--- src/hw/pirc_pkg.sv ---
// Shared constants and carriers for the pin input register cell.
// Assumes one 125 MHz clock and a 32-bit AHB-Lite slave port.
package pirc_pkg;

	// ****************************************
	// Register map
	// ****************************************
	localparam logic [31:0] PIRC_OFS_CTRL   = 32'h0000_0000;
	localparam logic [31:0] PIRC_OFS_STATUS = 32'h0000_0004;
	localparam logic [31:0] PIRC_RD_ZERO    = 32'h0000_0000;

	// ****************************************
	// Field encodings
	// ****************************************
	localparam logic [1:0] PIRC_MODE_BYPASS = 2'h0;
	localparam logic [1:0] PIRC_MODE_SDR    = 2'h1;
	localparam logic [1:0] PIRC_MODE_DDR    = 2'h2;
	localparam logic [1:0] PIRC_EDGE_LEFT   = 2'h0;
	localparam logic [1:0] PIRC_EDGE_TOP    = 2'h1;
	localparam logic [1:0] PIRC_EDGE_BOTTOM = 2'h2;
	localparam logic [1:0] PIRC_EDGE_RIGHT  = 2'h3;

	// ****************************************
	// Widths and reset values
	// ****************************************
	localparam int          PIRC_DLY_W    = 5;
	localparam int          PIRC_DLY_TAPS = 32;
	localparam int          PIRC_DIV_W    = 4;
	localparam int          PIRC_NSYNC    = 4;
	localparam logic [4:0]  PIRC_TAP_NONE = 5'h00;
	localparam logic [3:0]  PIRC_CNT_ZERO = 4'h0;
	localparam logic [3:0]  PIRC_CNT_ONE  = 4'h1;
	localparam logic [3:0]  PIRC_SYNC_RST = 4'h0;
	localparam logic        PIRC_TRI_INIT = 1'b1;
	localparam logic [1:0]  PIRC_HTRANS_NONSEQ_BIT = 2'h2;

	// Control word; bit 31 at the top, mode at the bottom.
	typedef struct packed {
		logic        lock;
		logic [13:0] rsv;
		logic [3:0]  sclk_div;
		logic        init_val;
		logic        out_ddr;
		logic        dyn_dly_en;
		logic [4:0]  fixed_dly;
		logic        fixed_dly_en;
		logic [1:0]  edge_sel;
		logic [1:0]  mode;
	} pirc_cfg_s;

	localparam pirc_cfg_s PIRC_CFG_RST = '0;

	// Status word, read only.
	typedef struct packed {
		logic [19:0] rsv;
		logic        lock;
		logic [4:0]  tap;
		logic        tri_en;
		logic        pad_out;
		logic        sclk;
		logic        bypass;
		logic        fall_cap;
		logic        rise_cap;
	} pirc_stat_s;

endpackage

--- src/hw/pirc_delay_line.sv ---
// Tapped delay line for the pad input, one tap per clock cycle.
// Assumes the input is already synchronised to i_clk.
`timescale 1ns/1ps
module pirc_delay_line
	import pirc_pkg::*;
(
	input  wire logic                  i_clk,
	input  wire logic                  i_rst_n,
	input  wire logic                  i_din,
	input  wire logic [PIRC_DLY_W-1:0] i_tap,
	output logic                       o_dout
);

	logic [PIRC_DLY_TAPS-1:0] taps;

	assign taps[0] = i_din;

	// ****************************************
	// Delay stages
	// ****************************************
	genvar g;
	generate
		for (g = 1; g < PIRC_DLY_TAPS; g++) begin : g_stage
			// Each stage owns its flop, so no variable is shared between processes.
			logic stage_q;
			always_ff @(posedge i_clk) begin
				if (!i_rst_n) begin
					stage_q <= 1'b0;
				end else begin
					stage_q <= taps[g-1];
				end
			end
			assign taps[g] = stage_q;
		end
	endgenerate

	// Tap zero is the undelayed input, so a zero selection adds no latency.
	assign o_dout = taps[i_tap];

endmodule

--- src/hw/pirc_top.sv ---
// Pin input register cell: bypass, delay, SDR/DDR capture, output and tri-state registers.
// Assumes an AHB-Lite master on i_clk and an asynchronous pad and strobe domain.
//
// Functional notes
// - Every cell has a delay line and capture registers in front of the core.
// - A bypass path hands the synchronised pad straight out as data and as clock.
// - A fixed delay tap can be chosen and placed in front of the capture registers.
// - Bottom-edge cells also take a five-bit run-time delay selection.
// - Single-rate mode captures the pad once per system clock rising edge.
// - Double-rate mode captures on both system clock edges into two streams; right-edge cells use the read strobe edges instead.
// - Only right-edge cells use the memory strobe logic for capture.
// - Right-edge cells swap capture edges according to a polarity control.
// - The cell drives output data and a separate tri-state enable to the pad.
// - One system clock paces the input, output and tri-state registers, except in right-edge DDR where the read and write strobes do.
// - A local set/reset forces the capture and output registers to the configured initial value and the tri-state register high.
// - DDR rising sample goes to the first output, falling to the second; SDR uses the second.
// - A clock enable gates every capture, output and tri-state update; local set/reset acts regardless of it.
//
// The implementer's own choices: the AHB-Lite slave port and the register offsets.
`timescale 1ns/1ps
module pirc_top
	import pirc_pkg::*;
(
	input  wire logic                  i_clk,
	input  wire logic                  i_rst_n,
	input  wire logic                  i_hsel,
	input  wire logic [31:0]           i_haddr,
	input  wire logic [1:0]            i_htrans,
	input  wire logic                  i_hwrite,
	input  wire logic [2:0]            i_hsize,
	input  wire logic [31:0]           i_hwdata,
	input  wire logic                  i_hready,
	output logic                       o_hreadyout,
	output logic                       o_hresp,
	output logic [31:0]                o_hrdata,
	input  wire logic                  i_pad_in,
	input  wire logic                  i_strobe_read_clk_shifted,
	input  wire logic                  i_strobe_write_clk_shifted,
	input  wire logic                  i_capture_polarity_ctrl,
	input  wire logic [PIRC_DLY_W-1:0] i_dynamic_delay_sel,
	input  wire logic                  i_ce,
	input  wire logic                  i_lsr,
	input  wire logic                  i_core_d0,
	input  wire logic                  i_core_d1,
	input  wire logic                  i_core_tristate,
	output logic                       o_bypass_data_out,
	output logic                       o_bypass_clock_out,
	output logic                       o_rise_capture_out,
	output logic                       o_fall_capture_out,
	output logic                       o_pad_output,
	output logic                       o_pad_output_tristate
);

	// ****************************************
	// Declarations
	// ****************************************
	pirc_cfg_s                cfg_q;
	pirc_cfg_s                cfg_wr;
	pirc_stat_s               stat;
	logic [31:0]              addr_q;
	logic                     wr_pend_q;
	logic                     rd_pend_q;
	logic [31:0]              hrdata_q;
	logic [PIRC_NSYNC-1:0]    s1_q;
	logic [PIRC_NSYNC-1:0]    s2_q;
	logic [1:0]               s3_q;
	logic [PIRC_DIV_W-1:0]    cnt_q;
	logic                     sclk_q;
	logic                     rise_q;
	logic                     fall_q;
	logic                     pad_q;
	logic                     tri_q;
	logic                     bus_take;
	logic                     ctrl_wr;
	logic [31:0]              rd_mux;
	logic                     pad_s;
	logic                     rd_strobe;
	logic                     wr_strobe;
	logic                     pol_s;
	logic                     sclk_toggle;
	logic                     sclk_rise;
	logic                     sclk_fall;
	logic                     is_right;
	logic                     is_bottom;
	logic                     right_ddr;
	logic                     rd_rise;
	logic                     rd_fall;
	logic                     wr_rise;
	logic                     wr_fall;
	logic                     cap_rise_ev;
	logic                     cap_fall_ev;
	logic                     out_rise_ev;
	logic                     out_fall_ev;
	logic                     mode_sdr;
	logic                     mode_ddr;
	logic [PIRC_DLY_W-1:0]    active_tap;
	logic                     tap_data;

	localparam pirc_cfg_s PIRC_CFG_MASK_RSV = '{rsv: '1, default: '0};

	// ****************************************
	// AHB-Lite slave
	// ****************************************
	// Reads take one wait state so that a write in the previous data phase is
	// already committed when the read data is sampled.
	assign bus_take    = i_hsel & i_hready & (|(i_htrans & PIRC_HTRANS_NONSEQ_BIT));
	assign o_hreadyout = !rd_pend_q;
	assign o_hresp     = 1'b0;
	assign o_hrdata    = hrdata_q;
	assign ctrl_wr     = wr_pend_q & (addr_q == PIRC_OFS_CTRL) & !cfg_q.lock;
	assign cfg_wr      = pirc_cfg_s'(i_hwdata) & ~PIRC_CFG_MASK_RSV;
	assign rd_mux      = (addr_q == PIRC_OFS_CTRL)   ? 32'(cfg_q) :
	                     (addr_q == PIRC_OFS_STATUS) ? 32'(stat)  : PIRC_RD_ZERO;

	always_ff @(posedge i_clk) begin
		if (!i_rst_n) begin
			addr_q    <= PIRC_RD_ZERO;
			wr_pend_q <= 1'b0;
			rd_pend_q <= 1'b0;
		end else begin
			wr_pend_q <= bus_take & i_hwrite;
			rd_pend_q <= bus_take & !i_hwrite;
			if (bus_take) begin
				addr_q <= i_haddr;
			end
		end
	end

	always_ff @(posedge i_clk) begin
		if (!i_rst_n) begin
			hrdata_q <= PIRC_RD_ZERO;
		end else if (rd_pend_q) begin
			hrdata_q <= rd_mux;
		end
	end

	// Once lock is set, mode and delay stay fixed until reset.
	always_ff @(posedge i_clk) begin
		if (!i_rst_n) begin
			cfg_q <= PIRC_CFG_RST;
		end else if (ctrl_wr) begin
			cfg_q <= cfg_wr;
		end
	end

	assign stat = '{rsv: '0, lock: cfg_q.lock, tap: active_tap, tri_en: tri_q,
	                pad_out: pad_q, sclk: sclk_q, bypass: s2_q[0],
	                fall_cap: fall_q, rise_cap: rise_q};

	// ****************************************
	// Input synchronisers
	// ****************************************
	always_ff @(posedge i_clk) begin
		if (!i_rst_n) begin
			s1_q <= PIRC_SYNC_RST;
			s2_q <= PIRC_SYNC_RST;
			s3_q <= 2'h0;
		end else begin
			s1_q <= {i_capture_polarity_ctrl, i_strobe_write_clk_shifted,
			         i_strobe_read_clk_shifted, i_pad_in};
			s2_q <= s1_q;
			s3_q <= s2_q[2:1];
		end
	end

	assign pad_s     = s2_q[0];
	assign rd_strobe = s2_q[1];
	assign wr_strobe = s2_q[2];
	assign pol_s     = s2_q[3];

	// The bypass path skips the delay line and the capture registers.
	assign o_bypass_data_out  = pad_s;
	assign o_bypass_clock_out = pad_s;

	// ****************************************
	// System clock divider
	// ****************************************
	// The system clock is a divided phase of i_clk; its edges are enable pulses.
	assign sclk_toggle = (cnt_q >= cfg_q.sclk_div);
	assign sclk_rise   = sclk_toggle & !sclk_q;
	assign sclk_fall   = sclk_toggle & sclk_q;

	always_ff @(posedge i_clk) begin
		if (!i_rst_n) begin
			cnt_q  <= PIRC_CNT_ZERO;
			sclk_q <= 1'b0;
		end else if (sclk_toggle) begin
			cnt_q  <= PIRC_CNT_ZERO;
			sclk_q <= !sclk_q;
		end else begin
			cnt_q  <= cnt_q + PIRC_CNT_ONE;
		end
	end

	// ****************************************
	// Delay selection
	// ****************************************
	assign is_bottom  = (cfg_q.edge_sel == PIRC_EDGE_BOTTOM);
	assign is_right   = (cfg_q.edge_sel == PIRC_EDGE_RIGHT);
	assign active_tap = (is_bottom & cfg_q.dyn_dly_en) ? i_dynamic_delay_sel :
	                    cfg_q.fixed_dly_en             ? cfg_q.fixed_dly     :
	                    PIRC_TAP_NONE;

	pirc_delay_line u_delay (
		.i_clk   (i_clk),
		.i_rst_n (i_rst_n),
		.i_din   (pad_s),
		.i_tap   (active_tap),
		.o_dout  (tap_data)
	);

	// ****************************************
	// Capture and output event selection
	// ****************************************
	// Strobe edges are seen two cycles late; the shifted strobes absorb that skew.
	assign mode_sdr    = (cfg_q.mode == PIRC_MODE_SDR);
	assign mode_ddr    = (cfg_q.mode == PIRC_MODE_DDR);
	assign right_ddr   = is_right & mode_ddr;
	assign rd_rise     = rd_strobe & !s3_q[0];
	assign rd_fall     = !rd_strobe & s3_q[0];
	assign wr_rise     = wr_strobe & !s3_q[1];
	assign wr_fall     = !wr_strobe & s3_q[1];
	assign cap_rise_ev = right_ddr ? (pol_s ? rd_fall : rd_rise) : sclk_rise;
	assign cap_fall_ev = right_ddr ? (pol_s ? rd_rise : rd_fall) : sclk_fall;
	assign out_rise_ev = right_ddr ? wr_rise : sclk_rise;
	assign out_fall_ev = right_ddr ? wr_fall : sclk_fall;

	// ****************************************
	// Input capture registers
	// ****************************************
	always_ff @(posedge i_clk) begin
		if (!i_rst_n) begin
			rise_q <= 1'b0;
			fall_q <= 1'b0;
		end else if (i_lsr) begin
			rise_q <= cfg_q.init_val;
			fall_q <= cfg_q.init_val;
		end else if (i_ce) begin
			if (mode_ddr && cap_rise_ev) begin
				rise_q <= tap_data;
			end
			if ((mode_ddr && cap_fall_ev) || (mode_sdr && cap_rise_ev)) begin
				fall_q <= tap_data;
			end
		end
	end

	assign o_rise_capture_out = rise_q;
	assign o_fall_capture_out = fall_q;

	// ****************************************
	// Output and tri-state registers
	// ****************************************
	always_ff @(posedge i_clk) begin
		if (!i_rst_n) begin
			pad_q <= 1'b0;
			tri_q <= PIRC_TRI_INIT;
		end else if (i_lsr) begin
			pad_q <= cfg_q.init_val;
			tri_q <= PIRC_TRI_INIT;
		end else if (i_ce) begin
			if (out_rise_ev) begin
				pad_q <= i_core_d0;
				tri_q <= i_core_tristate;
			end else if (out_fall_ev && cfg_q.out_ddr) begin
				pad_q <= i_core_d1;
			end
		end
	end

	assign o_pad_output          = pad_q;
	assign o_pad_output_tristate = tri_q;
endmodule

--- config.mk ---
export PLATFORM = sky130hd
export DESIGN_NAME = pirc_top
export DESIGN_NICKNAME = d
export VERILOG_FILES = /design/src/hw/pirc_pkg.sv /design/src/hw/pirc_delay_line.sv /design/src/hw/pirc_top.sv
export SDC_FILE = /design/constraint.sdc
export NUM_CORES = 1
export LEC_CHECK = 0
export ABC_AREA = 1
export BUFFER_PORTS_ARGS = -buffer_cell sky130_fd_sc_hd__buf_2
export CAP_MARGIN = 10
export CORE_ASPECT_RATIO = 0.5
export CORE_MARGIN = 3
export CORE_UTILIZATION = 25
export CTS_BUF_LIST = sky130_fd_sc_hd__clkbuf_8
export DETAILED_ROUTE_END_ITERATION = 10
export GPL_TIMING_DRIVEN = 0
export PLACE_DENSITY = 0.53
export SYNTH_ARGS = -nofsm -noshare
export SYNTH_HDL_FRONTEND = slang
export SYNTH_SLANG_ARGS = --single-unit
--- constraint.sdc ---
create_clock -name i_clk -period 2 [get_ports i_clk]
set_input_delay 0.1 -clock i_clk [delete_from_list [all_inputs] [get_ports i_clk]]
set_output_delay 0.1 -clock i_clk [all_outputs]
set_load 0.02 [all_outputs]
# == Word-level counts from Yosys, hierarchy flattened ==
# Index checks and enable logic that the tools add are counted.
# totals
register_bits,134
inputBits,88
out_inout_bits,40
elab_cells,122
# classes
addsub,1
order_cmp,2
n_eq_ne,5
mux,22
bitwise_logic,15
reduce_logical,24
# ops
cell,count
32-bit by 3-bit equality test with 1-bit output (second input constant),1
32-bit zero test,1
32-bit two-way mux,1
1-bit two-way mux,17
1-bit bitwise AND,14
12-bit two-way mux,1
5-bit two-way mux,2
1-bit zero test,8
2-bit AND reduction,4
2-bit equality test (second input constant),3
5-bit by 6-bit less-than comparator with 1-bit output (second input constant),1
2-bit nonzero test,3
1-bit binary-select mux with 5-bit select,1
4-bit by 1-bit adder with 4-bit output (second input constant),1
4-bit >= comparator,1
1-bit logical AND,4
2-bit OR reduction,2
3-bit nonzero test,1
2-bit by 1-bit equality test with 1-bit output (second input constant),1
1-bit logical OR,1
1-bit NOT,1

# == Depth between registers and ports, before layout ==
# logic_depth
word_depth,9
depth_mapped,16
ltp_nobuf,16

# == By module ==
# From an unflattened synthesis, not the netlist that was laid out.
# hier_totals
cells_unflattened,701
hier_area_um2,5103.6
# modules_own_cells
module,n_inst,cells_each,area_each_um2,seq_area_each_um2
pirc_top,1,527,3865.0,1781.7
pirc_delay_line,1,174,1238.7,620.6

# == Least setup slack after synthesis ==
# OpenSTA, ideal clock, no wires.
# synth_timing
kind,register to register
startpoint,reg cfg_q[16] (netlist bit)
endpoint,reg pad_q (netlist: o_pad_output)
setup_ns,0.119
arrival_ns,1.538
required_time_ns,1.881
setup_slack_ns,0.343
stages_incl_launch_ff,13
path_buffers,0
period_less_slack_ns,1.657
cell_sequence,dfxtp_1 inv_1 ha_1 a21oi_1 nand3_1 nand2_1 nand2_1 nand2_1 nand3_1 nand2_1 inv_1 o21ai_0 a21oi_1
# synth_between
elab_chain_cells,6
word_cells_on_any_way,11
classes_between,order compare (1); mux (5); bitwise (2); reduce/logical (3)
# synth_lines
element,line_no,rtl
start: declaration,pirc_top.sv:57,pirc_cfg_s cfg_q;
start signal: assignment,pirc_top.sv:142,cfg_q <= cfg_wr;
4-bit >= comparator (*),pirc_top.sv:179,assign sclk_toggle = (cnt_q >= cfg_q.sclk_div);
1-bit bitwise AND (on tied branches),"pirc_top.sv:180, pirc_top.sv:181",
1-bit two-way mux (on tied branches),"pirc_top.sv:225, pirc_top.sv:226",
1-bit two-way mux or 1-bit logical AND (tied branches),"pirc_top.sv:262, pirc_top.sv:265",
1-bit two-way mux or 3-bit nonzero test (tied branches),--,
1-bit two-way mux or 2-bit AND reduction (tied branches),--,
end signal: assignment,pirc_top.sv:259,pad_q <= cfg_q.init_val;
end signal: assignment,pirc_top.sv:263,pad_q <= i_core_d0;
end signal: assignment,pirc_top.sv:266,pad_q <= i_core_d1;
end: declaration,pirc_top.sv:71,logic pad_q;
# Every way passes the cells marked *; elsewhere a longest branch is shown, timed or not. The select of a mux whose other input is x is not followed.
# A chain may end at the register's enable or synchronous reset.

# == Worst setup path after layout ==
# Ends and elaborated chain as after synthesis.

==> flow_summary.toml <==
[place]
routabilityCongestion = 0.839
port_buffers = 93
pre_cts_ws_ns = -0.247
dp_hpwl_um = 10100

[sta]
rsz0062_at_grt = "true"
fin_crit_sh = 0.928
period_needed_ns = 1.86
skew_ns = 0.0128
slew_viol_final = 0
clock.fmax_ghz = 0.539
maxSlewHeadroom = 0.642
final-setup-viol-count = 0
layout_setup_ws_ns = 0.143
holdWs_ns = 0.0933
tns_ns = 0
worst_pin_slew_ns = 0.537
hold_violations = 0

[synth]
yosys_warnings = 0
netlist-cell-type-count = 35
synth_top_cell_by_area = "dfxtp_1"
postSynthCellCount = 674
yosysMostFrequentCell = "inv_1"
synth-edff-count = 0
netlist.area_leader.share = 0.477
synthTopCellsByArea = "dfxtp_1, inv_1, nand2_1, a21oi_1, o21ai_0"
syn-cell-area_um2 = 5040
ys_ff_latch = 120
synthTopCellsByCount = "inv_1, nand2_1, dfxtp_1"
synth_flop_cell = "dfxtp_1"
ys_seq_area_frac = 0.477
postSynthAreaPerCell_um2 = 7.48
synthArstFlopShare = 0

[final_layout]
drive_gt1_frac = 0.204
fin_util = 0.354
diodes = 0
area.growth.synth_to_final_pct = 38.1
layout.nets = 953

[power]
swShare = 0.264
p_int_mw = 3.80
p_sw_mw = 1.37
finalPower_mw = 5.17
leakage_nw = 3.26
p_clk_frac = 0.431
p_comb_frac = 0.091
seqPwrFrac = 0.479
powerDensity_nw_per_um2 = 742
max-vdd-ir-drop_uv = 364

[clock_network]
worst_skew_pair.late_latency_ns = 0.44
tritoncts = "done"
clockRootBuffer = "clkbuf_8"
path_clk_slew_ns = 0.08
htree_levels = 4
cts_buffers = 17
clkSinkCount = 120
cts_max_path_buffers = 2

[worst_setup_path]
r2r-end = "o_pad_output"
worst_setup_path_end_kind = "register"
r2r-start = "cfg_q[16]"
critical_path_class = "reg2reg"
worstPathRequired_ns = 2.33
start_kind = "register"
crit_fanout = 4
cp_data_arrival_time_ns = 2.19
r2r_cells = 12
rrSetupSlack_ns = 0.14

[drt]
antenna_left = 0
wl_um = 14200
viasPerCell = 4.27
first_pass_iters = 4
route.detailed.drc = 0
drt_iter0_markers = 229
wl_per_cell_um = 12.5
vias = 4861

[min_path]
min_path_type = "in2reg"
holdCritStartpoint = "i_core_d1"
whs_path_depth = 4
holdPathEnd = "o_pad_output"

[grt]
antenna_found_initial = 1
grt_pass1_wl_um = 22600
grt_pass1_vias = 4701
grt_start_max_net_pins = 17
grt.total_usage = 0.131
overflow = 0

[floorplanning]
die_y_um = 106
core_area_um2 = 19600
ioPinCount = 128
die_w_um = 207
row_count = 36
dieArea_um2 = 22000
initial_core_util = 0.257

[status]
outcome = "finished, final reports clean"

[job]
cap_violations = 0
[critical path, cell delays in order (launching register included)]
cell	delay, ns
dfxtp_1	0.34
inv_1	0.06
ha_1	0.33
a21oi_2	0.18
nand3_2	0.16
nand2_2	0.13
nand2_2	0.08
nand2_1	0.08
nand3_1	0.08
nand2_1	0.06
inv_1	0.04
o21ai_0	0.15
a21oi_1	0.05
[kinds of logic after synthesis]
| family | Yosys count | share of synthesized area |
|---|---|---|
| xor gates and xnor gates | 2 | 0.00348 |
| other | 1 | 0.000744 |
| AOI/OAI and AO/OA | 147 | 0.157 |
| and+or+nand+nor | 223 | 0.203 |
| DFF | 120 | 0.477 |
| adders and majority gates | 5 | 0.0124 |
| buffers and inverters | 176 | 0.146 |
[cell usage in the layout, fill, tap and decap left out, types with 17 or more instances in the layout]
master / synthesis / final
nor2_1: 21 / 21
nand3_1: 49 / 48
clkbuf_8: 0 / 17
dfxtp_1: 120 / 115
nand2_1: 124 / 120
clkbuf_1: 20 / 19
a21oi_1: 67 / 66
buf_4: 17 / 20
inv_1: 128 / 128
o21ai_0: 62 / 61
buf_2: 4 / 95
dlygate4sd3_1: 0 / 58
[final cells by class]
| class | instances | area, um2 |
|---|---|---|
| fill | 2102 | 12700 |
| sequential | 120 | 2410 |
| multi-input combinational | 392 | 2010 |
| timing repair buffer | 154 | 1070 |
| inverter | 132 | 497 |
| tap | 266 | 333 |
| buffer | 43 | 243 |
| clock buffer | 17 | 234 |
| clock inverter | 15 | 165 |
[registers in the layout, indices dropped and copies added, names as in the netlist]
signal	count
o_fall_capture_out	1
cnt_q	4
o_pad_output_tristate	1
o_hrdata	18
sclk_q	1
u_delay.g_stage.stage_q	31
addr_q	32
o_rise_capture_out	1
s3_q	2
cfg_q	18
rd_pend_q	1
s2_q	4
o_pad_output	1
wr_pend_q	1
s1_q	4
[metal layers]
metal  GRT usage  wire [um]  up-vias
li1            -          -     2495
met1       0.155       6270     2247
met2       0.227       7030       86
met3      0.0278        519       31
met4      0.0601        373        2
met5           0          7        -
[power by group through the flow]
stage               Clock (mW)  Combinational, mW  Sequential (mW)
floorplan                    0              0.216             2.53
global placement             0              0.371             2.53
detailed placement           0              0.375             2.53
CTS                       2.30              0.465             2.47
global route              2.40              0.525             2.48
finish                    2.22              0.469             2.47
[metrics by stage]
stage                     instances  area [um2]
after floorplan                 688        5090
after global placement         1047        5890
after detailed placement       1047        5890
after CTS                      1137        6880
after global routing           1139        6960
final                          1139        6960
[repair_timing]
item / in CTS / in global routing
setup endpoints to repair: 23 / 19
endpoints found under the hold margin: 57 / 0
hold buffers: 58 / 0
pin swaps: 1 / 6
gates resized for setup: 2 / 20
setup buffers: 1 / 2
[how the worst max path moves through the flow]
stage                     slack (ns)  cells after the start       start      endpoint
after floorplan                 0.34                     12   cfg_q[16]  o_pad_output
after global placement         -0.22                      7  addr_q[19]      cfg_q[8]
after detailed placement       -0.25                      7  addr_q[19]      cfg_q[8]
after CTS                       0.04                      7  addr_q[19]      cfg_q[8]
after global routing           -0.07                     14   cfg_q[14]  o_pad_output
final                           0.14                     12   cfg_q[16]  o_pad_output
Note: power is estimated with default switching activity, not from simulation.
